<file path="src/design/sbtc_pkg.sv">
`default_nettype none
package sbtc_pkg;
  localparam logic [7:0] ADDR_CONTROL = 8'h10;
  localparam logic [7:0] ADDR_COUNT_LOW = 8'h11;
  localparam logic [7:0] ADDR_COUNT_HIGH = 8'h12;
  localparam logic [7:0] ADDR_IRQ = 8'h13;
  localparam int BIT_ON = 0;
  localparam int BIT_CLKSEL = 1;
  localparam int BIT_SYNC_DIS = 2;
  localparam int BIT_OSC_EN = 3;
  localparam int BIT_PS_LO = 4;
  localparam int BIT_PS_HI = 5;
  localparam int BIT_RUN = 6;
  localparam int BIT_FLAG = 0;
  localparam int BIT_IRQ_EN = 1;
  localparam logic [7:0] CONTROL_RESET = 8'h00;
  localparam logic [7:0] CONTROL_WMASK = 8'h3F;
  localparam logic [1:0] SYSCLK_FROM_OSC = 2'h1;
  localparam logic [1:0] Q_LAST = 2'h3;
  localparam int PS_WIDTH = 3;
endpackage
`default_nettype wire

</file>
<file path="src/design/sbtc_edge_if.sv">
`default_nettype none
interface sbtc_edge_if;
  logic raw;
  logic rise;
  logic fall;
  modport src (input raw, output rise, output fall);
  modport dst (output raw, input rise, input fall);
endinterface
`default_nettype wire

</file>
<file path="src/design/sbtc_pin_sync.sv">
`default_nettype none
// three-stage pin synchroniser with edge detection
module sbtc_pin_sync
(
  input wire logic clock_i,
  input wire logic reset_n_i,
  sbtc_edge_if.src edge_if
);
  logic [2:0] stage;
  always_ff @(posedge clock_i or negedge reset_n_i)
  begin
    if (!reset_n_i)
      stage <= 3'h0;
    else
      stage <= {stage[1:0], edge_if.raw};
  end
  // stage 0 feeds stage 1 only
  assign edge_if.rise = stage[1] & ~stage[2];
  assign edge_if.fall = ~stage[1] & stage[2];
endmodule // sbtc_pin_sync
`default_nettype wire

</file>
<file path="src/design/sbtc_timer.sv">
`default_nettype none
module sbtc_timer
#(
  parameter int QUARTERS = 4
)
(
  input wire logic clock_i,
  input wire logic reset_n_i,
  input wire logic power_reset_n_i,
  input wire logic [7:0] addr_i,
  input wire logic [7:0] wdata_i,
  input wire logic write_i,
  input wire logic read_i,
  output logic [7:0] rdata_o,
  input wire logic external_clock_pin_i,
  input wire logic osc_input_pin_i,
  input wire logic [1:0] system_clock_select_i,
  input wire logic sleep_i,
  input wire logic special_event_i,
  input wire logic [1:0] port_direction_reg_i,
  input wire logic [1:0] port_out_i,
  output logic [1:0] port_oe_o,
  output logic [1:0] port_out_o,
  output logic [1:0] port_in_gate_o,
  output logic osc_inverter_on_o,
  output logic irq_o,
  output logic wake_o
);
  logic [7:0] control;
  logic [15:0] count;
  logic overflow_flag;
  logic overflow_irq_enable;
  logic [1:0] quarter;
  logic armed;
  logic [sbtc_pkg::PS_WIDTH-1:0] prescale;
  logic ps_out_q;
  logic [7:0] next_rdata;
  sbtc_edge_if pin_if ();

  wire counter_on = control[sbtc_pkg::BIT_ON];
  wire clock_source_select = control[sbtc_pkg::BIT_CLKSEL];
  wire sync_disable = control[sbtc_pkg::BIT_SYNC_DIS];
  wire osc_enable = control[sbtc_pkg::BIT_OSC_EN];
  wire [1:0] input_prescale = control[sbtc_pkg::BIT_PS_HI:sbtc_pkg::BIT_PS_LO];
  wire osc_sysclk_status = (system_clock_select_i == sbtc_pkg::SYSCLK_FROM_OSC);

  assign pin_if.raw = osc_enable ? osc_input_pin_i : external_clock_pin_i;

  sbtc_pin_sync u_pin_sync
  (
    .clock_i(clock_i),
    .reset_n_i(reset_n_i),
    .edge_if(pin_if)
  );

  wire wr_ctrl = write_i && (addr_i == sbtc_pkg::ADDR_CONTROL);
  wire wr_low = write_i && (addr_i == sbtc_pkg::ADDR_COUNT_LOW);
  wire wr_high = write_i && (addr_i == sbtc_pkg::ADDR_COUNT_HIGH);
  wire wr_irq = write_i && (addr_i == sbtc_pkg::ADDR_IRQ);
  wire wr_count = wr_low || wr_high;

  // prescaler counts external rising edges, also in sleep
  wire ext_rise = clock_source_select && armed && pin_if.rise;
  wire [sbtc_pkg::PS_WIDTH-1:0] ps_next = prescale + {{(sbtc_pkg::PS_WIDTH-1){1'b0}}, 1'b1};
  wire ps_tap = (input_prescale == 2'h0) ? 1'b0 : prescale[input_prescale - 2'h1];

  // divided external clock, one edge per N input rises
  wire ext_tick_unsynced = (input_prescale == 2'h0) ? ext_rise : (ps_tap & ~ps_out_q);
  wire ext_tick = (sync_disable || !sleep_i) ? ext_tick_unsynced : 1'b0;

  wire internal_tick = !sleep_i && (quarter == sbtc_pkg::Q_LAST);
  wire tick = counter_on && (clock_source_select ? ext_tick : internal_tick);
  wire wrap = tick && (count == 16'hFFFF);

  always_ff @(posedge clock_i or negedge reset_n_i)
  begin
    if (!reset_n_i)
      quarter <= 2'h0;
    else
      quarter <= quarter + 2'h1;
  end

  // arm after first falling edge once counter mode enabled
  always_ff @(posedge clock_i or negedge reset_n_i)
  begin
    if (!reset_n_i)
      armed <= 1'b0;
    else if (!counter_on || !clock_source_select)
      armed <= 1'b0;
    else if (pin_if.fall)
      armed <= 1'b1;
  end

  always_ff @(posedge clock_i or negedge reset_n_i)
  begin
    if (!reset_n_i)
    begin
      prescale <= '0;
      ps_out_q <= 1'b0;
    end
    else if (wr_count)
    begin
      prescale <= '0;
      ps_out_q <= 1'b0;
    end
    else
    begin
      if (ext_rise)
        prescale <= ps_next;
      ps_out_q <= ps_tap;
    end
  end

  // power-on/brown-out reset alone clears control
  always_ff @(posedge clock_i or negedge power_reset_n_i)
  begin
    if (!power_reset_n_i)
      control <= sbtc_pkg::CONTROL_RESET;
    else if (wr_ctrl)
      control <= wdata_i & sbtc_pkg::CONTROL_WMASK;
  end

  // count bytes are not touched by any system reset
  always_ff @(posedge clock_i)
  begin
    if (wr_low)
      count[7:0] <= wdata_i;
    else if (special_event_i)
      count[7:0] <= 8'h00;
    else if (tick)
      count[7:0] <= count[7:0] + 8'h01;
    if (wr_high)
      count[15:8] <= wdata_i;
    else if (special_event_i)
      count[15:8] <= 8'h00;
    else if (tick && count[7:0] == 8'hFF)
      count[15:8] <= count[15:8] + 8'h01;
  end

  always_ff @(posedge clock_i or negedge reset_n_i)
  begin
    if (!reset_n_i)
    begin
      overflow_flag <= 1'b0;
      overflow_irq_enable <= 1'b0;
    end
    else
    begin
      if (wrap)
        overflow_flag <= 1'b1;
      else if (wr_irq)
        overflow_flag <= wdata_i[sbtc_pkg::BIT_FLAG];
      if (wr_irq)
        overflow_irq_enable <= wdata_i[sbtc_pkg::BIT_IRQ_EN];
    end
  end

  assign irq_o = overflow_flag && overflow_irq_enable;
  assign wake_o = irq_o && sleep_i;

  always_comb
  begin
    next_rdata = 8'h00;
    case (addr_i)
      sbtc_pkg::ADDR_CONTROL: next_rdata = {1'b0, osc_sysclk_status, control[5:0]};
      sbtc_pkg::ADDR_COUNT_LOW: next_rdata = count[7:0];
      sbtc_pkg::ADDR_COUNT_HIGH: next_rdata = count[15:8];
      sbtc_pkg::ADDR_IRQ: next_rdata = {6'h00, overflow_irq_enable, overflow_flag};
      default: next_rdata = 8'h00;
    endcase
  end

  always_ff @(posedge clock_i or negedge reset_n_i)
  begin
    if (!reset_n_i)
      rdata_o <= 8'h00;
    else if (read_i)
      rdata_o <= next_rdata;
    else
      rdata_o <= 8'h00;
  end

  // oscillator pins become inputs and read as zero
  assign osc_inverter_on_o = osc_enable;
  assign port_oe_o = osc_enable ? 2'h0 : ~port_direction_reg_i;
  assign port_out_o = port_out_i;
  assign port_in_gate_o = osc_enable ? 2'h0 : 2'h3;
endmodule // sbtc_timer
`default_nettype wire

</file>
<file path="config.mk">
export PLATFORM = sky130hd
export DESIGN_NAME = sbtc_timer
export DESIGN_NICKNAME = d
export VERILOG_FILES = /design/src/design/sbtc_pkg.sv /design/src/design/sbtc_edge_if.sv /design/src/design/sbtc_pin_sync.sv /design/src/design/sbtc_timer.sv
export SDC_FILE = /design/constraint.sdc
export NUM_CORES = 1
export LEC_CHECK = 0
export ABC_CLOCK_PERIOD_IN_PS = 3450
export BUFFER_PORTS_ARGS = -buffer_cell sky130_fd_sc_hd__buf_2
export CORE_ASPECT_RATIO = 1.25
export CORE_UTILIZATION = 54
export CTS_CLUSTER_DIAMETER = 50
export DETAILED_ROUTE_END_ITERATION = 10
export PLACE_DENSITY = 0.9
export SLEW_MARGIN = 20
export SYNTH_ARGS = -nofsm -noshare
export SYNTH_HDL_FRONTEND = slang
export SYNTH_SLANG_ARGS = --single-unit
</file>
<file path="constraint.sdc">
create_clock -name clock_i -period 3.45 [get_ports clock_i]
set_input_delay 0.69 -clock clock_i [delete_from_list [all_inputs] [get_ports clock_i]]
set_output_delay 0.69 -clock clock_i [all_outputs]
set_load 0.05 [all_outputs]
</file>
Word level (Yosys, flattened, before mapping)
Cells that the tools add are included.

storage, ports and cells
  bits in registers = 42
  input bits = 31
  output and inout port bits = 17
  word-level logic and storage cells = 80

cells by class
  add/subtract/negate cells = 5
  magnitude comparators = 1
  eq/ne operators = 8
  mux-type cells = 24
  bitwise logic cells = 7
  reduce and logical (&&, ||, !) cells = 24

operator list
  kind                                                                          number
  8-bit two-way mux                                                             7
  8-bit by 5-bit == test with 1-bit output, second input constant               4
  8-bit case mux with 4 select lines                                            1
  8-bit by 1-bit adder with 8-bit output, second input constant                 2
  16-bit == test, second input constant                                         1
  1-bit logical AND                                                             12
  1-bit two-way mux                                                             11
  8-bit == test, second input constant                                          1
  3-bit two-way mux                                                             2
  2-bit nonzero test                                                            3
  3-bit nonzero test                                                            2
  2-bit two-way mux                                                             2
  3-bit by 1-bit adder with 3-bit output, second input constant                 1
  1-bit bitwise AND                                                             3
  1-bit zero test                                                               3
  1-bit logical OR                                                              3
  2-bit by 3-bit less-than comparator with 1-bit output, second input constant  1
  1-bit NOT                                                                     3
  2-bit by 1-bit adder with 2-bit output, second input constant                 1
  1-bit binary-select mux with 2-bit select                                     1
  2-bit by 1-bit == test with 1-bit output, second input constant               1
  2-bit == test, second input constant                                          1
  2-bit zero test                                                               1
  2-bit NOT                                                                     1
  2-bit by 1-bit subtractor with 2-bit output, second input constant            1

Depth between registers and ports, before layout
Gate-level depths: netlist of run 1.

  depth in word-level cells = 13
  mapped depth = 7
  gate-level depth less buffers = 6

Hierarchy
From an unflattened synthesis of run 1, not the netlist that was laid out.

unflattened totals
  cells, all modules = 204
  area, all modules = 2258.4 µm²

by module, submodules not included
  module         instances  cells each  area an instance (µm²)  seq. area each (µm²)
  sbtc_timer     1          199         2168.3                  1056.0
  sbtc_pin_sync  1          5           90.1                    75.1

Worst setup path after synthesis of run 1
No wires, ideal clock.

  path type = flip-flop to flip-flop
  start = reg control[4]
  end = reg count[0] (enable)
  setup time = 0.384 ns
  arrival = 2.028 ns
  required time = 3.066 ns
  path slack = 1.038 ns
  stages on the path, launching flop included = 7
  path buffers = 0
  period minus slack after synthesis = 2.412 ns
  path through = dfrtp_1 inv_1 ha_1 mux2i_1 mux2_2 o311a_1 o21ai_0

on the way
  cells in the longest elaborated chain, start to end = 10
  elaborated cells between the ends (all ways) = 11
  those cells by class = 1 x add/sub; 6 x mux; 1 x bitwise; 3 x reduce/logical

RTL lines
  what                                         RTL line           source
  from (decl)                                  sbtc_timer.sv:29   logic [7:0] control;
  from (signal assigned)                       sbtc_timer.sv:118  control <= sbtc_pkg::CONTROL_RESET;
  from (signal assigned)                       sbtc_timer.sv:120  control <= wdata_i & sbtc_pkg::CONTROL_WMASK;
  2-bit by 1-bit subtractor with 2-bit output  sbtc_timer.sv:65   wire ps_tap = (input_prescale == 2'h0) ? 1'b0 : prescale[input_prescale - 2'h1];
  1-bit binary-select mux with 2-bit select    sbtc_timer.sv:65
  1-bit two-way mux (implied by the code)      sbtc_timer.sv:65
  1-bit two-way mux                            sbtc_timer.sv:65
  1-bit bitwise AND                            sbtc_timer.sv:68   wire ext_tick_unsynced = (input_prescale == 2'h0) ? ext_rise : (ps_tap & ~ps_out_q);
  1-bit two-way mux *                          sbtc_timer.sv:68
  1-bit two-way mux *                          sbtc_timer.sv:69   wire ext_tick = (sync_disable || !sleep_i) ? ext_tick_unsynced : 1'b0;
  1-bit two-way mux *                          sbtc_timer.sv:72   wire tick = counter_on && (clock_source_select ? ext_tick : internal_tick);
  1-bit logical AND *                          sbtc_timer.sv:72
  3-bit nonzero test (no line) *               --
  to (signal assigned)                         sbtc_timer.sv:127  count[7:0] <= wdata_i;
  to (signal assigned)                         sbtc_timer.sv:131  count[7:0] <= count[7:0] + 8'h01;
  to (decl)                                    sbtc_timer.sv:30   logic [15:0] count;

Mark *: on every way between the ends. The rest lies on a longest branch, timed or not. The select of a mux whose other input is x is not followed.
A chain may end at the register's enable or synchronous reset.

Final worst setup path of run 1
  start = reg control[4]
  end = reg count[15] (enable)

on the way
  cells in the longest elaborated chain, start to end = 11
  elaborated cells between the ends (all ways) = 12
  those cells by class = 1 x add/sub; 6 x mux; 1 x bitwise; 4 x reduce/logical

RTL lines
  what                                         RTL line           source
  2-bit by 1-bit subtractor with 2-bit output  sbtc_timer.sv:65
  1-bit binary-select mux with 2-bit select    sbtc_timer.sv:65
  1-bit two-way mux (implied by the code)      sbtc_timer.sv:65
  1-bit two-way mux                            sbtc_timer.sv:65
  1-bit bitwise AND                            sbtc_timer.sv:68
  1-bit two-way mux *                          sbtc_timer.sv:68
  1-bit two-way mux *                          sbtc_timer.sv:69
  1-bit two-way mux *                          sbtc_timer.sv:72
  1-bit logical AND *                          sbtc_timer.sv:72
  1-bit logical AND *                          sbtc_timer.sv:136  else if (tick && count[7:0] == 8'hFF)
  3-bit nonzero test (no line) *               --
  to (signal assigned)                         sbtc_timer.sv:133  count[15:8] <= wdata_i;
  to (signal assigned)                         sbtc_timer.sv:137  count[15:8] <= count[15:8] + 8'h01;

Marks and branches as above.

==> key figures, run 1 <==
Logic synthesis
  – Avg Inst Size Synth: roughly 11 µm²
  – Post-synth ARST share: roughly 62%
  – Area leader, netlist: dfrtp_1
  – Area contributors post-synth: dfrtp_1 28%, edfxtp_1 21%, mux2_2 5.3%
  – Area share of the largest cell type after synthesis: roughly 28%
  – #FFs+latches synth: 42
  – Cells after synthesis: between 200 and 250
  – Syn_nets: 247
  – Synth warn: 0
  – Synth unique cells: 42
  – Synth top cells by count: 26 x dfrtp_1, 22 x nor2_1, 17 x nand2_1
  – Most frequent cell after synthesis: dfrtp_1
  – Mapped Area: roughly 0.0023 mm²
  – Sequential area share after synthesis: about half
  – Post-synth EDFFs: 16
  – Post-synth top flop: dfrtp_1

STA
  – Final Critical Period: between 2 and 2.5 ns
  – RSZ-0062 raised after global routing: no
  – Period utilization: 71.1%
  – Worst slew margin: 50.9%
  – Slew @ Worst Pin: 0.731 ns
  – # setup viols final: 0
  – Final Skew: 0.00804 ns
  – Final setup TNS: 0 ns
  – Fmax: about 400 MHz
  – Final hold vios: 0
  – Slew Viols, Final: 0

Run
  – Maxcap violations: 0

Detailed routing
  – Remaining DRCs: 0
  – Average wire per standard cell: around 16 µm
  – Antenna viol nets, final: 0
  – Post-DR vias/cell: 5.61
  – Vias: 1728
  – DR pass1 iterations: 4
  – Starting DRT DRC Count: 90
  – Final wirelength: 4.86 mm

Setup path
  – CP max-delay cell: o21ai_1
  – RR Endpoint: count[15]$_DFFE_PP_
  – Critical path startpoint: control[4]$_DFFE_PN0P_
  – Worst-path cell chain: inv_1, ha_1, mux2i_1, mux2_2, o311a_1, o21ai_1
  – Crit Path Max Fanout: 8
  – Worst flop-to-flop path startpoint: control[4]$_DFFE_PN0P_
  – R2r setup slk: between 0.9 and 1 ns
  – Critical path capture point: count[15]$_DFFE_PP_
  – CP endpoint kind: flip-flop
  – Startpoint Class: flip-flop
  – Req. time, crit path: between 3 and 4 ns
  – CP Class: reg2reg
  – Max stage delay on crit path: roughly 0.60 ns
  – Arrival @ worst endpoint: roughly 2.4 ns
  – Worst r2r path cells: 6

GRT
  – Largest net degree at the start of global routing: 21
  – Initial antenna violation count: 0
  – First-pass GRT wire length: between 7 and 8 mm
  – GRT Overall Usage: between 20% and 30%
  – Vias in the first global route: ~1600
  – Congestion Overflow GR: 0

Clock network
  – Clock sinks: 42
  – Root buffer cell: clkbuf_8
  – Clk Latency, worst-skew pair: between 0.3 and 0.4 ns
  – CTS buffer count: 5
  – H-tree Lvls: 2
  – Setup repair bufs after CTS: 0
  – Post-cts resize count: 0
  – Clk pin slew, worst setup/hold paths: approximately 0.080 ns
  – CTS max path bufs: 2
  – CTS tree: yes
  – Hold buffer count at CTS: 0

Die
  – Rows: 26
  – Initial Util: a little under three fifths
  – I/O pin count: 48
  – Die Wd: between 60 and 70 µm
  – Core ar.: 0.00410 mm²
  – Die area: 0.00456 mm²
  – Die H: 75.3 µm

Cells and area
  – Area Growth Syn to Fin: 12.9%
  – Antenna diodes: 0
  – Footprint of the multi-input gates: 0.00106 mm²
  – NumNets Final: around 290
  – Filler Cell Count: ~330
  – Combined flip-flop and latch cell area: roughly 0.0011 mm²
  – Share of layout cells above drive strength 1: between 20% and 30%
  – Layout Cells excl Fill: between 300 and 400

Power
  – Max IR drop VDD: around 0.0003 V
  – Leak: ~1.2 nW
  – Pwr Density: approximately 420 mW/mm²

Placed design
  – DP HPWL: 3.67 mm
  – Port Buffers: 43
  – Placer Congestion: 0.849
  – Cell Count Post-Placement: 300

Run status
  – Status: complete, no violations

Hold path
  – Hold Path Class: in2async
[state kept, by name, indices dropped and copies added (netlist names)]
signal,cells
armed,1
count,16
quarter,2
overflow_flag,1
rdata_o,8
overflow_irq_enable,1
u_pin_sync.stage,3
ps_out_q,1
control,6
prescale,3
[worst max-delay path: cells and delay by family (launching register included)]
family                   cells  cell delay [ns]
AO/OA/AOI/OAI                2             0.93
multiplexers                 2             0.41
flip-flops                   1             0.36
adder cells (fa/ha/maj)      1             0.32
buffers and inverters        1             0.07
[power breakdown]
| part | total (W) | switching, W | internal [W] |
|---|---|---|---|
| Sequential | 0.000574 | 0.0000273 | 0.000547 |
| Combinational | 0.000133 | 0.0000749 | 0.0000579 |
| Clock | 0.000394 | 0.000177 | 0.000217 |
[cells in the final DEF, fill, tap and decap left out, types with 2 or more instances in the layout]
cell / netlist / routed
nand4_2: 2 / 2
dfrtp_1: 26 / 26
nand4_1: 2 / 2
o21ai_0: 8 / 6
and3_1: 4 / 4
inv_1: 7 / 7
mux2i_1: 7 / 7
o21ai_1: 0 / 2
mux2_2: 11 / 11
nand2_1: 17 / 17
ha_1: 5 / 5
nor3_1: 7 / 7
buf_2: 3 / 43
or3_1: 3 / 3
nand4b_1: 2 / 2
clkbuf_8: 0 / 5
and4_1: 2 / 2
nand2b_1: 3 / 3
a22o_1: 2 / 2
nor2_1: 22 / 22
nand3_1: 8 / 8
o31ai_1: 6 / 6
a21o_1: 5 / 5
xor2_1: 6 / 6
a21oi_1: 8 / 8
xnor2_1: 5 / 5
mux4_2: 2 / 2
nor2b_1: 4 / 4
edfxtp_1: 16 / 16
[kinds of logic (layout without fill, tap and decap cells)]
family,count (synthesis),after routing,share of synthesized area [%]
compound gates,34,34,9.76
buf+inv,18,59,5.50
fa+ha+maj,5,5,2.70
simple gates,81,81,18.8
mux,20,20,10.3
flops,42,42,48.8
xor+xnor,11,11,4.15
[per-layer routing]
layer  vias to the layer above  routed length (µm)  global-route usage (%)
li1                        836                   -                       -
met1                       815                1950                    29.9
met2                        65                2480                    38.8
met3                        12                 302                    4.81
met4                         0                 131                    9.34
met5                         -                   0                       0
[through the flow]
| stage | util (%) | power [W] | hold slack, ns | cell area, µm² | worst slack (ns) |
|---|---|---|---|---|---|
| final | 63.9 | 0.00110 | 0.195 | 2620 | 0.998 |
| after global routing | 63.9 | 0.00114 | 0.186 | 2620 | 0.898 |
| after CTS | 63.9 | 0.00111 | 0.187 | 2620 | 0.606 |
| after detailed placement | 61.3 | 0.000716 | 0.336 | 2510 | 0.626 |
| after global placement | 61.3 | 0.000711 | 0.332 | 2510 | 0.750 |
| after floorplan | - | 0.000676 | 0.331 | 2320 | 1.04 |
[how the worst min path moves through the flow]
| stage | slack, ns | endpoint | startpoint |
|---|---|---|---|
| floorplan | 0.33 | u_pin_sync.stage[1]$_DFF_PN0_ | u_pin_sync.stage[0]$_DFF_PN0_ |
| global route | 0.19 | control[2]$_DFFE_PN0P_ | power_reset_n_i |
| finish | 0.19 | control[3]$_DFFE_PN0P_ | power_reset_n_i |
| global placement | 0.33 | u_pin_sync.stage[1]$_DFF_PN0_ | u_pin_sync.stage[0]$_DFF_PN0_ |
| CTS | 0.19 | control[2]$_DFFE_PN0P_ | power_reset_n_i |
| detailed placement | 0.34 | u_pin_sync.stage[1]$_DFF_PN0_ | u_pin_sync.stage[0]$_DFF_PN0_ |
[cell type report]
type | count | share of cell area [%]
Sequential cell | 42 | 43.2
Multi-Input combinational cell | 151 | 40.5
Timing Repair Buffer | 44 | 8.50
Clock buffer | 6 | 2.77
Tap cell | 56 | 2.67
Clock inverter | 2 | 1.38
Inverter | 7 | 1.00
Power figures use the tool's default switching activity.
==> run 2: changes to the inputs <==
- ABC_AREA: unset -> 1
- ABC_CLOCK_PERIOD_IN_PS: 3450 -> 2000
- CORE_UTILIZATION: 54 -> 49
- PLACE_DENSITY: 0.9 -> 0.86
- clock period: 3.45 -> 2 ns (I/O delays scaled with it)
==> run 2 against run 1 <==
  * Critical path type unchanged
  * Routed wire length is 5.4% higher
  * Clock skew is 0.010 ns higher
  * Maximum frequency is 34% higher
  * Highest routed layer unchanged
==> key figures, run 2 <==
Logic synthesis
  – Synth top cells by count: 71 x nand2_1, 38 x inv_1, 26 x dfrtp_1
  – Most frequent cell after synthesis: nand2_1
  – Post-synth ARST share: between 60% and 70%
  – Area share of the largest cell type after synthesis: ~28%
  – Area contributors post-synth: dfrtp_1 28%, edfxtp_1 20%, nand2_1 11%
  – Post-synth top flop: dfrtp_1
  – Compound-Gate Fraction of Synth Area: approximately 8.2%
  – #FFs+latches synth: 42
  – Post-synth EDFFs: 16
  – Area leader, netlist: dfrtp_1
  – Adder-cell share of the synthesized area: around 2.7%
  – Synth unique cells: 30
  – Mapped Area: about 0.0023 mm²
  – Avg Inst Size Synth: approximately 8.7 µm²
  – Largest family of logic cells by synthesized area: simple AND/OR/NAND/NOR gates
  – Fraction of synthesized area in multiplexers: less than 1%
  – XOR/XNOR Fraction of Synth Area: approximately 4%
  – Synth Area in Simple Gates: ~28%
  – Cells after synthesis: ~270
  – Syn_nets: 307
  – Synth warn: 0
  – Sequential area share after synthesis: approximately 48%

Setup path
  – Startpoint Class: flip-flop
  – RR Endpoint: count[15]$_DFFE_PP_
  – Max stage delay on crit path: roughly 0.39 ns
  – Req. time, crit path: 1.99 ns
  – Worst flop-to-flop path startpoint: control[4]$_DFFE_PN0P_
  – Worst-path cell chain: inv_1, ha_1, inv_1, nand2_1, nand3_1, nand2_1, nand3_1, nand2_1, nand3_1, nand2_2
  – Worst r2r path cells: 10
  – Arrival @ worst endpoint: approximately 1.8 ns
  – CP endpoint kind: flip-flop
  – CP Class: reg2reg
  – R2r setup slk: 0.18 ns
  – CP max-delay cell: dfrtp_1
  – Crit Path Max Fanout: 8

STA
  – Hold slack: approximately 0.029 ns
  – Fmax: between 500 and 600 MHz
  – Period utilization: 91.2%
  – Final Skew: roughly 0.018 ns
  – Slew Viols, Final: 0
  – Slew @ Worst Pin: about 0.47 ns
  – Final Critical Period: around 1.8 ns
  – Final hold vios: 0
  – # setup viols final: 0
  – Final setup TNS: 0 ns
  – Worst slew margin: between 60% and 70%
  – RSZ-0062 raised after global routing: no

Clock network
  – Setup repair bufs after CTS: 0
  – H-tree Lvls: 2
  – CTS tree: yes
  – Clock sinks: 42
  – Root buffer cell: clkbuf_8
  – Clk pin slew, worst setup/hold paths: 0.09 ns
  – Clk Latency, worst-skew pair: roughly 0.3 ns
  – CTS max path bufs: 2
  – CTS buffer count: 5

Power
  – Total power: approximately 0.0018 W
  – Psw: roughly 0.00048 W
  – Net Sw Frac: between 20% and 30%
  – Sequential share of power: a little under three fifths
  – Clk network pwr share: a little under a third
  – Internal power: 0.00127 W
  – Max IR drop VDD: approximately 0.00040 V
  – Pwr Density: ~640 mW/mm²
  – Leak: 1.36 nW
  – Comb pwr share: between 10% and 20%

Die
  – Die Wd: approximately 64 µm
  – Initial Util: a little over half
  – Die area: 0.00507 mm²
  – Core ar.: ~0.0045 mm²
  – I/O pin count: 48
  – Rows: 27
  – Die H: around 79 µm

Cells and area
  – NumNets Final: between 300 and 400
  – Share of layout cells above drive strength 1: 25.2%
  – Largest Register: count
  – Layout Cells excl Fill: 380
  – Commonest non-fill, non-tap cells in the layout: 69 x nand2_1, 43 x buf_2, 38 x inv_1
  – Antenna diodes: 0
  – Design Area, Final: around 0.0027 mm²
  – Regs by FF count: count x16, rdata_o x8, control x6
  – Max FFs per register: 16
  – Most common cell after layout, fill and taps aside: nand2_1
  – Area Growth Syn to Fin: 15.9%

Detailed routing
  – Post-DR vias/cell: roughly 5.2
  – Routed length on met2: approximately 2.6 mm
  – DR pass1 iterations: 4
  – Vias: ~2000
  – DR top layer: met4
  – Metal-1 WL: 2.08 mm
  – Final wirelength: about 5.1 mm
  – Average wire per standard cell: 13.5 µm
  – Met3 wire len: roughly 230 µm
  – Remaining DRCs: 0
  – Starting DRT DRC Count: ~130
  – Antenna viol nets, final: 0

Placed design
  – Cell Count Post-Placement: around 370
  – DP HPWL: 4.10 mm
  – Port Buffers: 43
  – Placed inst area: between 0.002 and 0.003 mm²
  – Placer Congestion: slightly above 0.9

Run status
  – Status: complete, no violations

GRT
  – Vias in the first global route: 1886
  – Congestion Overflow GR: 0
  – Initial antenna violation count: 0
  – GRT Overall Usage: 23.0%
  – Largest net degree at the start of global routing: 21
  – First-pass GRT wire length: roughly 8.7 mm

Hold path
  – Hold Path Class: in2async

Run
  – Maxcap violations: 0
==> run 2: cell count changes in the layout (fill, tap and decap cells not counted), moves of 6 or more <==
cell,change
mux2i_1,-6
inv_1,+31
nand3_1,+11
o21ai_2,+6
nand2_1,+52
mux2_2,-11
o22ai_1,+12
o31ai_1,-6
==> run 2: layout make-up <==
| class | count | area [µm²] |
|---|---|---|
| Fill cell | 400 | 1770 |
| Inverter | 43 | 164 |
| Sequential cell | 42 | 1130 |
| Tap cell | 58 | 72.6 |
| Clock inverter | 2 | 10.0 |
| Timing Repair Buffer | 47 | 248 |
| Clock buffer | 6 | 72.6 |
| Multi-Input combinational cell | 182 | 1020 |
==> run 2: per-layer routing <==
metal	up-vias	global-route usage [%]
met4	0	11.6
met1	918	26.4
li1	977	-
met3	14	5.00
met2	52	40.1
met5	-	0
==> run 2: how the worst max path moves through the flow <==
stage,endpoint,from,slack [ns]
final,count[15]$_DFFE_PP_,control[4]$_DFFE_PN0P_,0.18
after global routing,count[15]$_DFFE_PP_,control[4]$_DFFE_PN0P_,0.04
after CTS,count[15]$_DFFE_PP_,control[4]$_DFFE_PN0P_,0.10
after detailed placement,count[15]$_DFFE_PP_,control[4]$_DFFE_PN0P_,0.12
after global placement,count[15]$_DFFE_PP_,addr_i[3],0.19
after floorplan,port_in_gate_o[1],control[3]$_DFFE_PN0P_,0.23
==> run 2: power groups by stage <==
stage,sequential [W],clock (W),combinational (W)
after floorplan,0.000997,0,0.000159
after global placement,0.00100,0,0.000220
after detailed placement,0.00101,0,0.000226
after CTS,0.000988,0.000539,0.000228
after global routing,0.000995,0.000575,0.000259
final,0.000989,0.000534,0.000229
==> run 2: what timing repair did <==
item                                    4_1_cts  5_1_grt
resized for setup                             0        2
endpoints found under the hold margin         6        0
hold buffers                                  1        0
endpoints found under the setup margin        0       16
==> run 2: logic make-up after synthesis <==
group | Yosys count
xor gates and xnor gates | 11
adders and majority gates | 5
muxes | 1
buffers and inverters | 47
and+or+nand+nor | 136
AOI/OAI and AO/OA | 29
DFF | 42
==> run 2: per-stage QoR <==
stage               setup WS, ns  util (%)
floorplan                  0.229         -
global placement           0.186      58.4
detailed placement         0.120      58.4
CTS                        0.103      60.5
global route              0.0353      60.6
finish                     0.176      60.6
==> run 2: critical path: cells and delay by family (launching register included) <==
| family | cells | cell delay, ns |
|---|---|---|
| adder cells (fa/ha/maj) | 1 | 0.32 |
| buffers and inverters | 2 | 0.12 |
| AND/OR/NAND/NOR | 7 | 0.70 |
| flip-flops | 1 | 0.39 |
